`src/rtl/icr_pkg.sv`:
```
// constants, types and helpers of the indexed configuration register bank
package icr_pkg;

    // ****************************************************************
    // i/o ports and register indices
    // ****************************************************************
    localparam logic [15:0] IO_INDEX_ADDR     = 16'h00ec;
    localparam logic [15:0] IO_DATA_ADDR      = 16'h00ed;
    localparam logic [15:0] IO_SHORT_MASK     = 16'h03ff;
    localparam logic [7:0]  IDX_PART_ID       = 8'h00;
    localparam logic [7:0]  IDX_COMPATIBILITY_ONES_ONES   = 8'h01;
    localparam logic [7:0]  IDX_SLOT_BOUNDARY = 8'h02;
    localparam logic [7:0]  IDX_DRAM_MAP      = 8'h03;
    localparam logic [7:0]  IDX_RAS_SWAP      = 8'h04;
    localparam logic [7:0]  IDX_DRAM_SETUP    = 8'h05;
    localparam logic [7:0]  IDX_REFRESH_CTL   = 8'h06;
    localparam logic [7:0]  IDX_RAS_TIM_LOW   = 8'h07;
    localparam logic [7:0]  IDX_CAS_TIM_LOW   = 8'h08;
    localparam logic [7:0]  IDX_RAS_TIM_HIGH  = 8'h09;
    localparam logic [7:0]  IDX_CAS_TIM_HIGH  = 8'h0a;
    localparam logic [7:0]  IDX_EMS_UPPER     = 8'h0b;
    localparam logic [7:0]  IDX_EMS_LOWER     = 8'h0c;
    localparam logic [7:0]  IDX_SHADOW_A      = 8'h0d;
    localparam int          REG_COUNT         = 14;
    localparam logic [7:0]  UNMAPPED_READ     = 8'hff;

    // ****************************************************************
    // field positions
    // ****************************************************************
    localparam int MAP_ROM_SLOT_BIT = 7;
    localparam int SET_EARLY_BIT    = 5;
    localparam int REF_DECUP_BIT    = 7;
    localparam int REF_IO10_BIT     = 3;
    localparam int EMS_GLOBAL_BIT   = 7;
    localparam int EMS_BACKFILL_BIT = 6;
    localparam int EMS_MAP_BIT      = 4;

    // ****************************************************************
    // memory ranges, upper address byte
    // ****************************************************************
    localparam logic [7:0] SEG_A  = 8'h0a;
    localparam logic [7:0] SEG_B  = 8'h0b;
    localparam logic [7:0] SEG_E  = 8'h0e;
    localparam logic [7:0] SEG_F  = 8'h0f;
    localparam logic [7:0] SEG_FE = 8'hfe;

    // ****************************************************************
    // types
    // ****************************************************************
    typedef struct packed {
        logic        rd;
        logic        wr;
        logic [15:0] addr;
        logic [7:0]  wdata;
    } icr_io_req_s;

    typedef struct packed {
        logic        rd;
        logic        wr;
        logic [23:0] addr;
    } icr_mem_req_s;

    typedef struct packed {
        logic       ras_addsel;
        logic       trcd_long;
        logic [1:0] trp;
        logic [2:0] tras;
        logic [1:0] tcasw;
        logic       tcst_long;
        logic [1:0] tcp;
        logic [1:0] tcasr;
    } icr_timing_s;

    typedef struct packed {
        logic [7:0]  slot_boundary;
        logic        rom_slot;
        logic [4:0]  map_code;
        logic [1:0]  dram_drive;
        logic        early_start_n;
        logic        page_a;
        logic        page_b;
        logic        ilv_a;
        logic        ilv_b;
        logic        ref_decoupled;
        logic [2:0]  ref_div_board;
        logic        io_decode_10;
        logic [2:0]  ref_div_slot;
        icr_timing_s timing_low;
        icr_timing_s timing_high;
        logic        ems_global;
        logic        ems_backfill;
        logic        ems_map;
        logic [11:0] ems_page_en;
        logic [7:0]  shadow_a;
    } icr_cfg_s;

    // ****************************************************************
    // per-register reset value, writable bits and bits read as one
    // ****************************************************************
    function automatic logic [7:0] reg_reset(input logic [7:0] idx);
        case (idx)
            IDX_SLOT_BOUNDARY, IDX_RAS_TIM_LOW, IDX_RAS_TIM_HIGH: reg_reset = 8'hff;
            IDX_DRAM_MAP:                                        reg_reset = 8'he0;
            IDX_RAS_SWAP:                                        reg_reset = 8'hf0;
            IDX_DRAM_SETUP:                                      reg_reset = 8'h3c;
            IDX_CAS_TIM_LOW, IDX_CAS_TIM_HIGH:                   reg_reset = 8'hb7;
            default:                                             reg_reset = 8'h00;
        endcase
    endfunction : reg_reset

    function automatic logic [7:0] reg_wmask(input logic [7:0] idx);
        case (idx)
            IDX_PART_ID, IDX_COMPATIBILITY_ONES_ONES:       reg_wmask = 8'h00;
            IDX_DRAM_MAP:                       reg_wmask = 8'h9f;
            IDX_RAS_SWAP:                       reg_wmask = 8'h0f;
            IDX_DRAM_SETUP:                     reg_wmask = 8'hef;
            IDX_RAS_TIM_LOW, IDX_RAS_TIM_HIGH:  reg_wmask = 8'hdf;
            IDX_CAS_TIM_LOW, IDX_CAS_TIM_HIGH:  reg_wmask = 8'hfb;
            default:                            reg_wmask = 8'hff;
        endcase
    endfunction : reg_wmask

    // strobe i of the internal set that drives external pin sel
    function automatic logic [1:0] swap_select(input logic [3:0] code, input logic [1:0] pin);
        swap_select = (pin + code[3:2]) ^ code[1:0];
    endfunction : swap_select

endpackage : icr_pkg

```
`src/rtl/icr_config_regs.sv`:
```
// indexed configuration register bank with memory steering
`timescale 1ns/1ns

module icr_config_regs #(
    parameter logic [5:0] PART_CODE       = 6'h2a,  // arbitrary value
    parameter logic [1:0] SILICON_VERSION = 2'h1    // arbitrary value
) (
    input  wire logic                 CLK_SYS,
    input  wire logic                 RST_N,
    input  wire icr_pkg::icr_io_req_s IO_REQ,
    output logic [7:0]                IO_RDATA,
    output logic                      IO_RDATA_VALID,
    input  wire icr_pkg::icr_mem_req_s MEM_REQ,
    input  wire logic [7:0]           SHADOW_E_SEGMENT,
    output logic                      ROM_CHIP_SELECT_N,
    output logic                      SLOT_BUS_SEL,
    output logic                      BOARD_SEL,
    input  wire logic [3:0]           RAS_BANK_STROBE_INT_N,
    output logic [3:0]                RAS_BANK_STROBE_N,
    output icr_pkg::icr_cfg_s         CFG
);

    // ****************************************************************
    // storage
    // ****************************************************************
    logic [7:0]       index_r;
    logic [7:0]       cfg_r [0:icr_pkg::REG_COUNT-1];
    logic             io_hit_index;
    logic             io_hit_data;
    logic             idx_mapped;
    logic [7:0]       read_value;

    // ****************************************************************
    // elaboration checks
    // ****************************************************************
    if (icr_pkg::REG_COUNT < 14 || icr_pkg::REG_COUNT > 16)
    begin : g_bad_reg_count
        $error("register count does not fit the four-bit index slice");
    end

    // ****************************************************************
    // port decode
    // ****************************************************************
    function automatic logic port_match(input logic [15:0] addr, input logic [15:0] port,
                                        input logic short_decode);
        if (short_decode)
            port_match = (addr & icr_pkg::IO_SHORT_MASK) == port;
        else
            port_match = addr == port;
    endfunction : port_match

    assign io_hit_index = port_match(IO_REQ.addr, icr_pkg::IO_INDEX_ADDR,
                                     CFG.io_decode_10);
    assign io_hit_data  = port_match(IO_REQ.addr, icr_pkg::IO_DATA_ADDR,
                                     CFG.io_decode_10);
    assign idx_mapped   = index_r < 8'(icr_pkg::REG_COUNT);

    // ****************************************************************
    // index port
    // ****************************************************************
    always_ff @(posedge CLK_SYS or negedge RST_N)
    begin
        if (!RST_N)
            index_r <= 8'h00;
        else if (IO_REQ.wr && io_hit_index)
            index_r <= IO_REQ.wdata;
    end

    // ****************************************************************
    // indexed registers, byte writes through the data port
    // ****************************************************************
    always_ff @(posedge CLK_SYS or negedge RST_N)
    begin
        if (!RST_N)
        begin
            for (int i = 0; i < icr_pkg::REG_COUNT; i++)
                cfg_r[i] <= icr_pkg::reg_reset(8'(i));
        end
        else if (IO_REQ.wr && io_hit_data && idx_mapped)
        begin
            // host writes single bytes only
            cfg_r[index_r[3:0]] <= (IO_REQ.wdata & icr_pkg::reg_wmask(index_r))
                                 | (cfg_r[index_r[3:0]] & ~icr_pkg::reg_wmask(index_r));
        end
    end

    // ****************************************************************
    // read mux
    // ****************************************************************
    always_comb
    begin
        if (io_hit_index)
            read_value = index_r;
        else if (!idx_mapped)
            read_value = icr_pkg::UNMAPPED_READ;
        else if (index_r == icr_pkg::IDX_PART_ID)
            read_value = {PART_CODE, SILICON_VERSION};
        else
            read_value = (cfg_r[index_r[3:0]] & icr_pkg::reg_wmask(index_r))
                       | ~icr_pkg::reg_wmask(index_r);
    end

    always_ff @(posedge CLK_SYS or negedge RST_N)
    begin
        if (!RST_N)
        begin
            IO_RDATA       <= 8'h00;
            IO_RDATA_VALID <= 1'b0;
        end
        else
        begin
            IO_RDATA_VALID <= IO_REQ.rd && (io_hit_index || io_hit_data);
            if (IO_REQ.rd && (io_hit_index || io_hit_data))
                IO_RDATA <= read_value;
        end
    end

    // ****************************************************************
    // configuration fields
    // ****************************************************************
    function automatic icr_pkg::icr_timing_s timing_fields(input logic [7:0] ras,
                                                           input logic [7:0] cas);
        timing_fields.ras_addsel = ras[7];
        timing_fields.trcd_long  = ras[6];
        timing_fields.trp        = ras[4:3];
        timing_fields.tras       = ras[2:0];
        timing_fields.tcasw      = cas[7:6];
        timing_fields.tcst_long  = cas[5];
        timing_fields.tcp        = cas[4:3];
        timing_fields.tcasr      = cas[1:0];
    endfunction : timing_fields

    always_comb
    begin
        CFG.slot_boundary = cfg_r[icr_pkg::IDX_SLOT_BOUNDARY[3:0]];
        CFG.rom_slot      = cfg_r[icr_pkg::IDX_DRAM_MAP[3:0]][icr_pkg::MAP_ROM_SLOT_BIT];
        CFG.map_code      = cfg_r[icr_pkg::IDX_DRAM_MAP[3:0]][4:0];
        CFG.dram_drive    = cfg_r[icr_pkg::IDX_DRAM_SETUP[3:0]][7:6];
        CFG.early_start_n = cfg_r[icr_pkg::IDX_DRAM_SETUP[3:0]][icr_pkg::SET_EARLY_BIT];
        CFG.page_a        = cfg_r[icr_pkg::IDX_DRAM_SETUP[3:0]][3];
        CFG.page_b        = cfg_r[icr_pkg::IDX_DRAM_SETUP[3:0]][2];
        CFG.ilv_a         = cfg_r[icr_pkg::IDX_DRAM_SETUP[3:0]][1];
        CFG.ilv_b         = cfg_r[icr_pkg::IDX_DRAM_SETUP[3:0]][0];
        CFG.ref_decoupled = cfg_r[icr_pkg::IDX_REFRESH_CTL[3:0]][icr_pkg::REF_DECUP_BIT];
        CFG.ref_div_board = cfg_r[icr_pkg::IDX_REFRESH_CTL[3:0]][6:4];
        CFG.io_decode_10  = cfg_r[icr_pkg::IDX_REFRESH_CTL[3:0]][icr_pkg::REF_IO10_BIT];
        CFG.ref_div_slot  = cfg_r[icr_pkg::IDX_REFRESH_CTL[3:0]][2:0];
        CFG.timing_low    = timing_fields(cfg_r[icr_pkg::IDX_RAS_TIM_LOW[3:0]],
                                          cfg_r[icr_pkg::IDX_CAS_TIM_LOW[3:0]]);
        CFG.timing_high   = timing_fields(cfg_r[icr_pkg::IDX_RAS_TIM_HIGH[3:0]],
                                          cfg_r[icr_pkg::IDX_CAS_TIM_HIGH[3:0]]);
        CFG.ems_global    = cfg_r[icr_pkg::IDX_EMS_UPPER[3:0]][icr_pkg::EMS_GLOBAL_BIT];
        CFG.ems_backfill  = cfg_r[icr_pkg::IDX_EMS_UPPER[3:0]][icr_pkg::EMS_BACKFILL_BIT];
        CFG.ems_map       = cfg_r[icr_pkg::IDX_EMS_UPPER[3:0]][icr_pkg::EMS_MAP_BIT];
        CFG.ems_page_en   = {cfg_r[icr_pkg::IDX_EMS_UPPER[3:0]][3:0],
                             cfg_r[icr_pkg::IDX_EMS_LOWER[3:0]]};
        CFG.shadow_a      = cfg_r[icr_pkg::IDX_SHADOW_A[3:0]];
    end

    // ****************************************************************
    // memory steering
    // ****************************************************************
    logic       rom_nxt;
    logic       slot_nxt;
    logic       board_nxt;
    logic [1:0] shadow_field;
    logic       dflt_rom;
    logic [7:0] seg;

    assign seg = MEM_REQ.addr[23:16];

    always_comb
    begin
        shadow_field = 2'b00;
        dflt_rom     = 1'b0;
        rom_nxt      = 1'b0;
        slot_nxt     = 1'b0;
        board_nxt    = 1'b0;
        if (seg == icr_pkg::SEG_A)
            shadow_field = CFG.shadow_a[2*MEM_REQ.addr[15:14] +: 2];
        else if (seg == icr_pkg::SEG_E)
            shadow_field = SHADOW_E_SEGMENT[2*MEM_REQ.addr[15:14] +: 2];
        if (seg == icr_pkg::SEG_F)
            dflt_rom = 1'b1;
        else if (seg == icr_pkg::SEG_E || seg == icr_pkg::SEG_FE)
            dflt_rom = CFG.rom_slot;
        if (seg == icr_pkg::SEG_FE)
        begin
            rom_nxt  = MEM_REQ.rd && CFG.rom_slot;
            slot_nxt = MEM_REQ.wr || (MEM_REQ.rd && !CFG.rom_slot);
        end
        else if (seg >= icr_pkg::SEG_A && seg <= icr_pkg::SEG_F && seg != icr_pkg::SEG_B)
        begin
            // reads: bit 1 selects board, else default target
            rom_nxt   = MEM_REQ.rd && !shadow_field[1] && dflt_rom;
            slot_nxt  = (MEM_REQ.rd && !shadow_field[1] && !dflt_rom)
                      || (MEM_REQ.wr && !shadow_field[0]);
            board_nxt = (MEM_REQ.rd && shadow_field[1])
                      || (MEM_REQ.wr && shadow_field[0]);
        end
        else if (seg == icr_pkg::SEG_B)
            slot_nxt  = MEM_REQ.rd || MEM_REQ.wr;
        else
        begin
            slot_nxt  = (MEM_REQ.rd || MEM_REQ.wr) && seg >= CFG.slot_boundary;
            board_nxt = (MEM_REQ.rd || MEM_REQ.wr) && seg < CFG.slot_boundary;
        end
    end

    always_ff @(posedge CLK_SYS or negedge RST_N)
    begin
        if (!RST_N)
        begin
            ROM_CHIP_SELECT_N <= 1'b1;
            SLOT_BUS_SEL      <= 1'b0;
            BOARD_SEL         <= 1'b0;
        end
        else
        begin
            ROM_CHIP_SELECT_N <= !rom_nxt;
            SLOT_BUS_SEL      <= slot_nxt;
            BOARD_SEL         <= board_nxt;
        end
    end

    // ****************************************************************
    // bank strobe swap
    // ****************************************************************
    always_ff @(posedge CLK_SYS or negedge RST_N)
    begin
        if (!RST_N)
            RAS_BANK_STROBE_N <= 4'hf;
        else
        begin
            for (int p = 0; p < 4; p++)
                RAS_BANK_STROBE_N[p] <= RAS_BANK_STROBE_INT_N[
                    icr_pkg::swap_select(cfg_r[icr_pkg::IDX_RAS_SWAP[3:0]][3:0], 2'(p))];
        end
    end
endmodule : icr_config_regs

```
`config.mk`:
```
export PLATFORM = sky130hd
export DESIGN_NAME = icr_config_regs
export DESIGN_NICKNAME = d
export VERILOG_FILES = /design/src/rtl/icr_pkg.sv /design/src/rtl/icr_config_regs.sv
export SDC_FILE = /design/constraint.sdc
export NUM_CORES = 1
export LEC_CHECK = 0
export BUFFER_PORTS_ARGS = -buffer_cell sky130_fd_sc_hd__buf_4
export CAP_MARGIN = 5
export CORE_UTILIZATION = 56
export CTS_BUF_LIST = sky130_fd_sc_hd__clkbuf_16
export DETAILED_ROUTE_END_ITERATION = 7
export PLACE_DENSITY_LB_ADDON = 0.2
export SYNTH_ARGS = -nofsm -noshare
export SYNTH_HDL_FRONTEND = slang
export SYNTH_SLANG_ARGS = --single-unit
```
`constraint.sdc`:
```
create_clock -name CLK_SYS -period 4.1 [get_ports CLK_SYS]
set_input_delay 0.205 -clock CLK_SYS [delete_from_list [all_inputs] [get_ports CLK_SYS]]
set_output_delay 0.205 -clock CLK_SYS [all_outputs]
set_load 0.03 [all_outputs]
```
Yosys cells after proc, flatten, opt, wreduce, memory -nomap -nowiden
Memories as Yosys holds them, arrays and structs flattened.
Cells that the tools add are included.
- register bits: 136
- ROM bits: 512
- bits of input ports: 66
- output and inout port bits: 96
- logic and storage cells: 136
- memories kept: 4
- memories (memory ; depth ; width ; read ports ; clocked after Yosys merged registers in ; write ports ; RTL line ; text):
    (no name shown) ; 16 ; 8 ; 1 ; 0 ; 0 ; icr_pkg.sv:112 ; case (idx)
    (no name shown) ; 16 ; 8 ; 1 ; 0 ; 0 ; icr_pkg.sv:112 ;
    (no name shown) ; 16 ; 8 ; 1 ; 0 ; 0 ; icr_pkg.sv:112 ;
    (no name shown) ; 16 ; 8 ; 1 ; 0 ; 0 ; icr_pkg.sv:112 ;
- add/subtract/negate cells: 3
- $lt $le $gt $ge: 11
- equal/unequal tests: 10
- shift-type cells: 2
- muxes and demuxes: 43
- bitwise logic cells: 12
- reductions and logical operators: 30
- operators with widths (operator ; number):
    8-bit two-way mux ; 18
    112-bit bitwise mux ; 1
    8-bit binary-select mux with 4-bit select ; 1
    8-bit demux with 4-bit select ; 1
    16-bit by 8-bit == test with 1-bit output (second input constant) ; 2
    8-bit by 4-bit == test with 1-bit output (second input constant) ; 4
    8-bit AND ; 3
    10-bit by 8-bit == test with 1-bit output (second input constant) ; 2
    1-bit logical AND ; 17
    1-bit two-way mux ; 16
    8-bit inverter ; 2
    8-bit OR ; 2
    8-bit by 4-bit indexed part select with 2-bit output ; 2
    2-bit by 3-bit less-than comparator with 1-bit output (second input constant) ; 4
    1-bit binary-select mux with 2-bit select ; 4
    8-bit == test (second input constant) ; 1
    8-bit by 4-bit >= comparator with 1-bit output (second input constant) ; 1
    8-bit >= comparator ; 1
    8-bit by 4-bit less-or-equal comparator with 1-bit output (second input constant) ; 1
    8-bit zero test ; 1
    8-bit by 4-bit less-than comparator with 1-bit output (second input constant) ; 1
    8-bit less-than comparator ; 1
    8-bit by 4-bit inequality test with 1-bit output (second input constant) ; 1
    2-bit bitwise XOR ; 4
    other kinds (9) ; 20

Depth between registers and ports, before layout
- depth in word-level cells: 10
- mapped depth: 12
- depth with buffers taken out: 7

Least setup slack after synthesis
No wires, ideal clock.
- path kind: reg2reg
- start point: register index_r[0]
- end point: register cfg_r[101] (netlist name)
- setup time: 66 ps
- arrival time: 2881 ps
- setup slack: 1152 ps
- cell stages (with the launch flop): 12
- period minus slack after synthesis: 2948 ps
- path through: dfrtp_1 -> clkbuf_1 -> buf_2 -> buf_2 -> clkbuf_1 -> inv_1 -> ha_1 -> nand2_1 -> a32o_1 -> nand2_1 -> mux2i_1 -> mux2_2
- word-level cells in the longest chain between the ends: 7
- elaborated cells between the ends (all ways): 22
- RTL lines (element ; RTL line ; text):
    start, declared ; icr_config_regs.sv:26 ; logic [7:0] index_r;
    start signal, assigned ; icr_config_regs.sv:66 ; index_r <= IO_REQ.wdata;
    memory 16 x 8 bit / 4-bit inverter with 5-bit output (equally long branches) ; n/a ;
    8-bit two-way mux / 8-bit binary-select mux with 4-bit select (equally long branches) ; icr_pkg.sv:112, icr_config_regs.sv:83 ;
    8-bit two-way mux, on equally long branches ; icr_config_regs.sv:79, icr_config_regs.sv:83 ;
    8-bit inverter / 8-bit two-way mux (equally long branches) ; icr_config_regs.sv:83 ; | (cfg_r[index_r[3:0]] & ~icr_pkg::reg_wmask(index_r));
    8-bit AND ; icr_config_regs.sv:83 ;
    8-bit OR ; icr_config_regs.sv:83 ;
    112-bit bitwise mux ; icr_config_regs.sv:82 ; cfg_r[index_r[3:0]] <= (IO_REQ.wdata & icr_pkg::reg_wmask(index_r))
    end signal, assigned by index ; icr_config_regs.sv:77 ; cfg_r[i] <= icr_pkg::reg_reset(8'(i));
    end signal, assigned by index ; icr_config_regs.sv:82 ;
    end, declared ; icr_config_regs.sv:27 ; logic [7:0] cfg_r [0:icr_pkg::REG_COUNT-1];
Several ways; a longest one is shown, not always the timed one. The select of a mux whose other input is x is not followed.
A chain may end at the register's enable or synchronous reset.

Worst setup path after layout
- start point: register index_r[7]
- end point: register cfg_r, in the netlist CFG[74]
- word-level cells in the longest chain between the ends: 7
- elaborated cells between the ends (all ways): 12
- RTL lines (element ; RTL line ; text):
    4-bit zero test ; icr_pkg.sv:112 ;
    8-bit two-way mux ; icr_pkg.sv:112 ;
    8-bit two-way mux ; icr_config_regs.sv:79 ; else if (IO_REQ.wr && io_hit_data && idx_mapped)
    8-bit inverter ; icr_config_regs.sv:83 ;
    8-bit AND ; icr_config_regs.sv:83 ;
    8-bit OR ; icr_config_regs.sv:83 ;
    112-bit bitwise mux ; icr_config_regs.sv:82 ;
Several ways; a longest one is shown, not always the timed one. The select of a mux whose other input is x is not followed.

==> results.txt <==
The worst hold path terminates at index_r[3]. The fraction of final layout cells with drive strength greater than 1 is 0.363. The initial detailed-routing violation count is 805. Max-cap violations in this run came to 0.

The clock arrives with 0.00601 ns of skew. The number of remaining DRC errors came out at 0. Dividing the final minimum period by the clock period gives 0.825. The area growth from synthesis to layout is 16.4%. The count of nets left with antenna violations after detail routing came out at 0. The post-CTS resize count came out at 0. The static power due to leakage came out at ~4.2 nW.

The total overflow reported by the global router is 0. The first global-routing pass estimated 35.0 mm of wire. The cell sitting at the root of the clock tree is a clkbuf_16. The maximum operating frequency came out at 0.295 GHz.

The headroom to the max-slew limit came out at 0.189. The number of cells on the worst hold path came out at 3. The flow ran to the end, and the final reports show no timing, DRC or antenna violations.

The endpoint identified for the worst register-to-register timing path is CFG[74]. Setup violations remaining at the end of the flow were counted as 0. The count of warnings emitted by yosys is 0. Sorting the synthesized cells by area gives the leading types as dfrtp_1, dfstp_2, buf_4. The endpoint class of the critical path is a register. The final setup TNS is 0 ns. The deepest clock path buffer count is 2.

The largest fanout on the critical path came out at 15. The number of instances in the synthesized netlist came out at 778. For this run, the leading register cell type out of synthesis is dfrtp_1.

The ratio of total power to cell area is 329 nW/um2. dfrtp_1 takes more of the synthesized area than any other cell. Clock-pin slew was measured on the worst setup and hold paths at 0.06 ns. The die area came out at 14500 um2.

The routed wirelength normalized by instance count came out at 22.1 um. Setup repair after global routing left no endpoint under its margin. The initial antenna violation count is 0. The number of levels the H-tree was split into came out at 4. The maximum number of pins on one net before global-route repair came out at 73. The area share of the leading cell type in the synthesized netlist is 0.267. Data on the critical path is required at its endpoint by about 4.5 ns. Dividing the synthesized area by the synthesized cell count gives around 10 um2.

The floorplan row count came out at 42. For this run, asynchronously set or reset flops after synthesis account for 1.00. The post-synthesis net count is 856.

The data arrival time of the critical path came out at 3.74 ns. The via density per instance is 6.37. The post-route minimum period came out at ~3.4 ns. The final routed wirelength across all metal layers came out at 22.7 mm. The source-to-sink clock delay at the later pin of the worst-skew pair came out at 0.43 ns. Counting every sink on the clock net gives 136. The count of inserted antenna diode cells is 0. The number of failing hold endpoints at the final stage is 0. After legalization and detailed placement, the total HPWL measured 16.2 mm. The library cells used most frequently in the layout, excluding fill and tap cells, are buf_4, o21ai_0, nand2_1, dfrtp_1, dfstp_2. The floorplan step set the die width to about 120 um. The routability congestion estimate from global placement came out at 0.977. The total count of max-transition violations in the final report came to 0.

The die outline height came out at 121 um. In this run the register-to-register setup slack is 0.72 ns. The worst setup path is launched from a register. The number of top-level pins came out at about 160. The combined global-route utilization of all metal layers is 0.325. Once placement finished, the instance area stood at 8550 um2. The number of synthesized register bits came out at 136. Leaving out fill and tap cells, the most frequent cell in the layout is buf_4.

The classification of the worst-slack hold path is in -> reg. The launch point of the worst hold path is IO_REQ[3]. The worst reg-to-reg path cell count is 5.

The share of the Yosys chip area taken by registers is 0.441. At the end of the flow, the number of nets in the layout was 919. The unique cell type count in the Yosys netlist came out at 58. The TritonCTS buffer count is 17. IR analysis of the VDD net gives a maximum drop of 0.000247 V. The worst setup path is of the reg -> reg kind. At the pin with the least slew margin, the transition time is 1.21 ns. For this configuration, the core starts out at a cell density of 0.585.

In this run the critical register-to-register path is launched from index_r[7]. The area of the mapped netlist is 7870 um2. The number of detailed-routing iterations run before antenna repair came out at 8. The total area inside the core boundary comes to ~13000 um2. The overall via count from detail_route is 6565.

Summing all non-filler instances in the final layout gives an area of 9160 um2. The number of buffers inserted by port buffering came out at 147. In this run, synthesis inferred 0 flip-flops with an integrated enable. The clock tree from TritonCTS is yes. The number of global-route vias before repair was 6285.
## sequential cells by signal, summed over array words and instances, names as in the netlist
signal and cells:
SLOT_BUS_SEL 1, BOARD_SEL 1, CFG 80, IO_RDATA_VALID 1
IO_RDATA 8, index_r 8, ROM_CHIP_SELECT_N 1, cfg_r 32
RAS_BANK_STROBE_N 4
## worst max-delay path, stage by stage, from the launching register on
cell     delay [ns]
dfrtp_1        0.41
or4_1          0.81
or3_4          0.52
nor4_4         0.53
nand4_1        0.58
mux2_2         0.46
## routing by layer
layer	wire length, um	track usage	share of wire
met2	10800	0.501	0.47
met3	2260	0.0599	0.10
met4	706	0.155	0.031
met1	8980	0.446	0.40
met5	0	0	0
## how the worst max path moves through the flow
| stage | cells past startpoint | slack (ns) | end | from |
|---|---|---|---|---|
| floorplan | 11 | 1.15 | cfg_r[101] | index_r[0] |
| global placement | 5 | 0.88 | CFG[74] | index_r[7] |
| detailed placement | 5 | 0.78 | cfg_r[53] | index_r[7] |
| CTS | 5 | 0.75 | cfg_r[53] | index_r[7] |
| global route | 5 | 0.61 | cfg_r[53] | index_r[7] |
| finish | 5 | 0.72 | CFG[74] | index_r[7] |
## cell usage after synthesis, types with 5 or more instances
cell type / number
dfrtp_1: 84
mux2i_1: 29
a211oi_1: 6
buf_4: 80
ha_1: 12
dfstp_2: 52
a21oi_1: 7
nand2_1: 103
o21ai_0: 110
nand2b_1: 5
and4_1: 5
inv_1: 31
nor4_1: 16
nor2b_1: 7
buf_1: 7
clkbuf_1: 29
nor2_1: 24
nand3_1: 9
mux4_2: 26
mux2_2: 26
nand4_1: 25
nor3_1: 8
a221oi_1: 5
## repair_timing
| action | 4_1_cts | 5_1_grt |
|---|---|---|
| hold buffers | 3 | 0 |
| hold endpoints to repair | 48 | 0 |
| buffers inserted | 0 | 0 |
## cell type report
type	instances	area, um2
clock buffers	17	425
repair buffers	166	1250
clock inverters	15	156
flip-flops and latches	136	3470
multi-input cells	487	3510
inverters	33	124
fillers	1061	4290
well taps	176	220
## cell families after synthesis
| family | synth area share |
|---|---|
| AO/OA/AOI/OAI | 0.121 |
| adder cells (fa/ha/maj) | 0.0191 |
| XOR/XNOR | 0.00445 |
| multiplexers | 0.153 |
| AND/OR/NAND/NOR | 0.148 |
| buffers and inverters | 0.114 |
| flip-flops | 0.441 |
## report_power, final
part / switching, mW / internal, mW / leakage, nW / total [mW]
Combinational: 0.101 / 0.0629 / 2.27 / 0.164
Sequential: 0.00141 / 1.35 / 1.65 / 1.35
Clock: 0.608 / 0.894 / 0.277 / 1.50
## stage by stage
step,hold slack [ns],cells,power (mW),setup slack (ns),util
floorplan,-0.0906,778,1.43,1.15,-
global placement,0.365,995,1.53,0.882,0.636
detailed placement,0.376,995,1.53,0.780,0.636
CTS,0.0112,1030,3.02,0.748,0.681
global route,0.0274,1030,3.09,0.609,0.681
finish,0.0228,1030,3.02,0.716,0.681
Power figures use the tool's default switching activity.
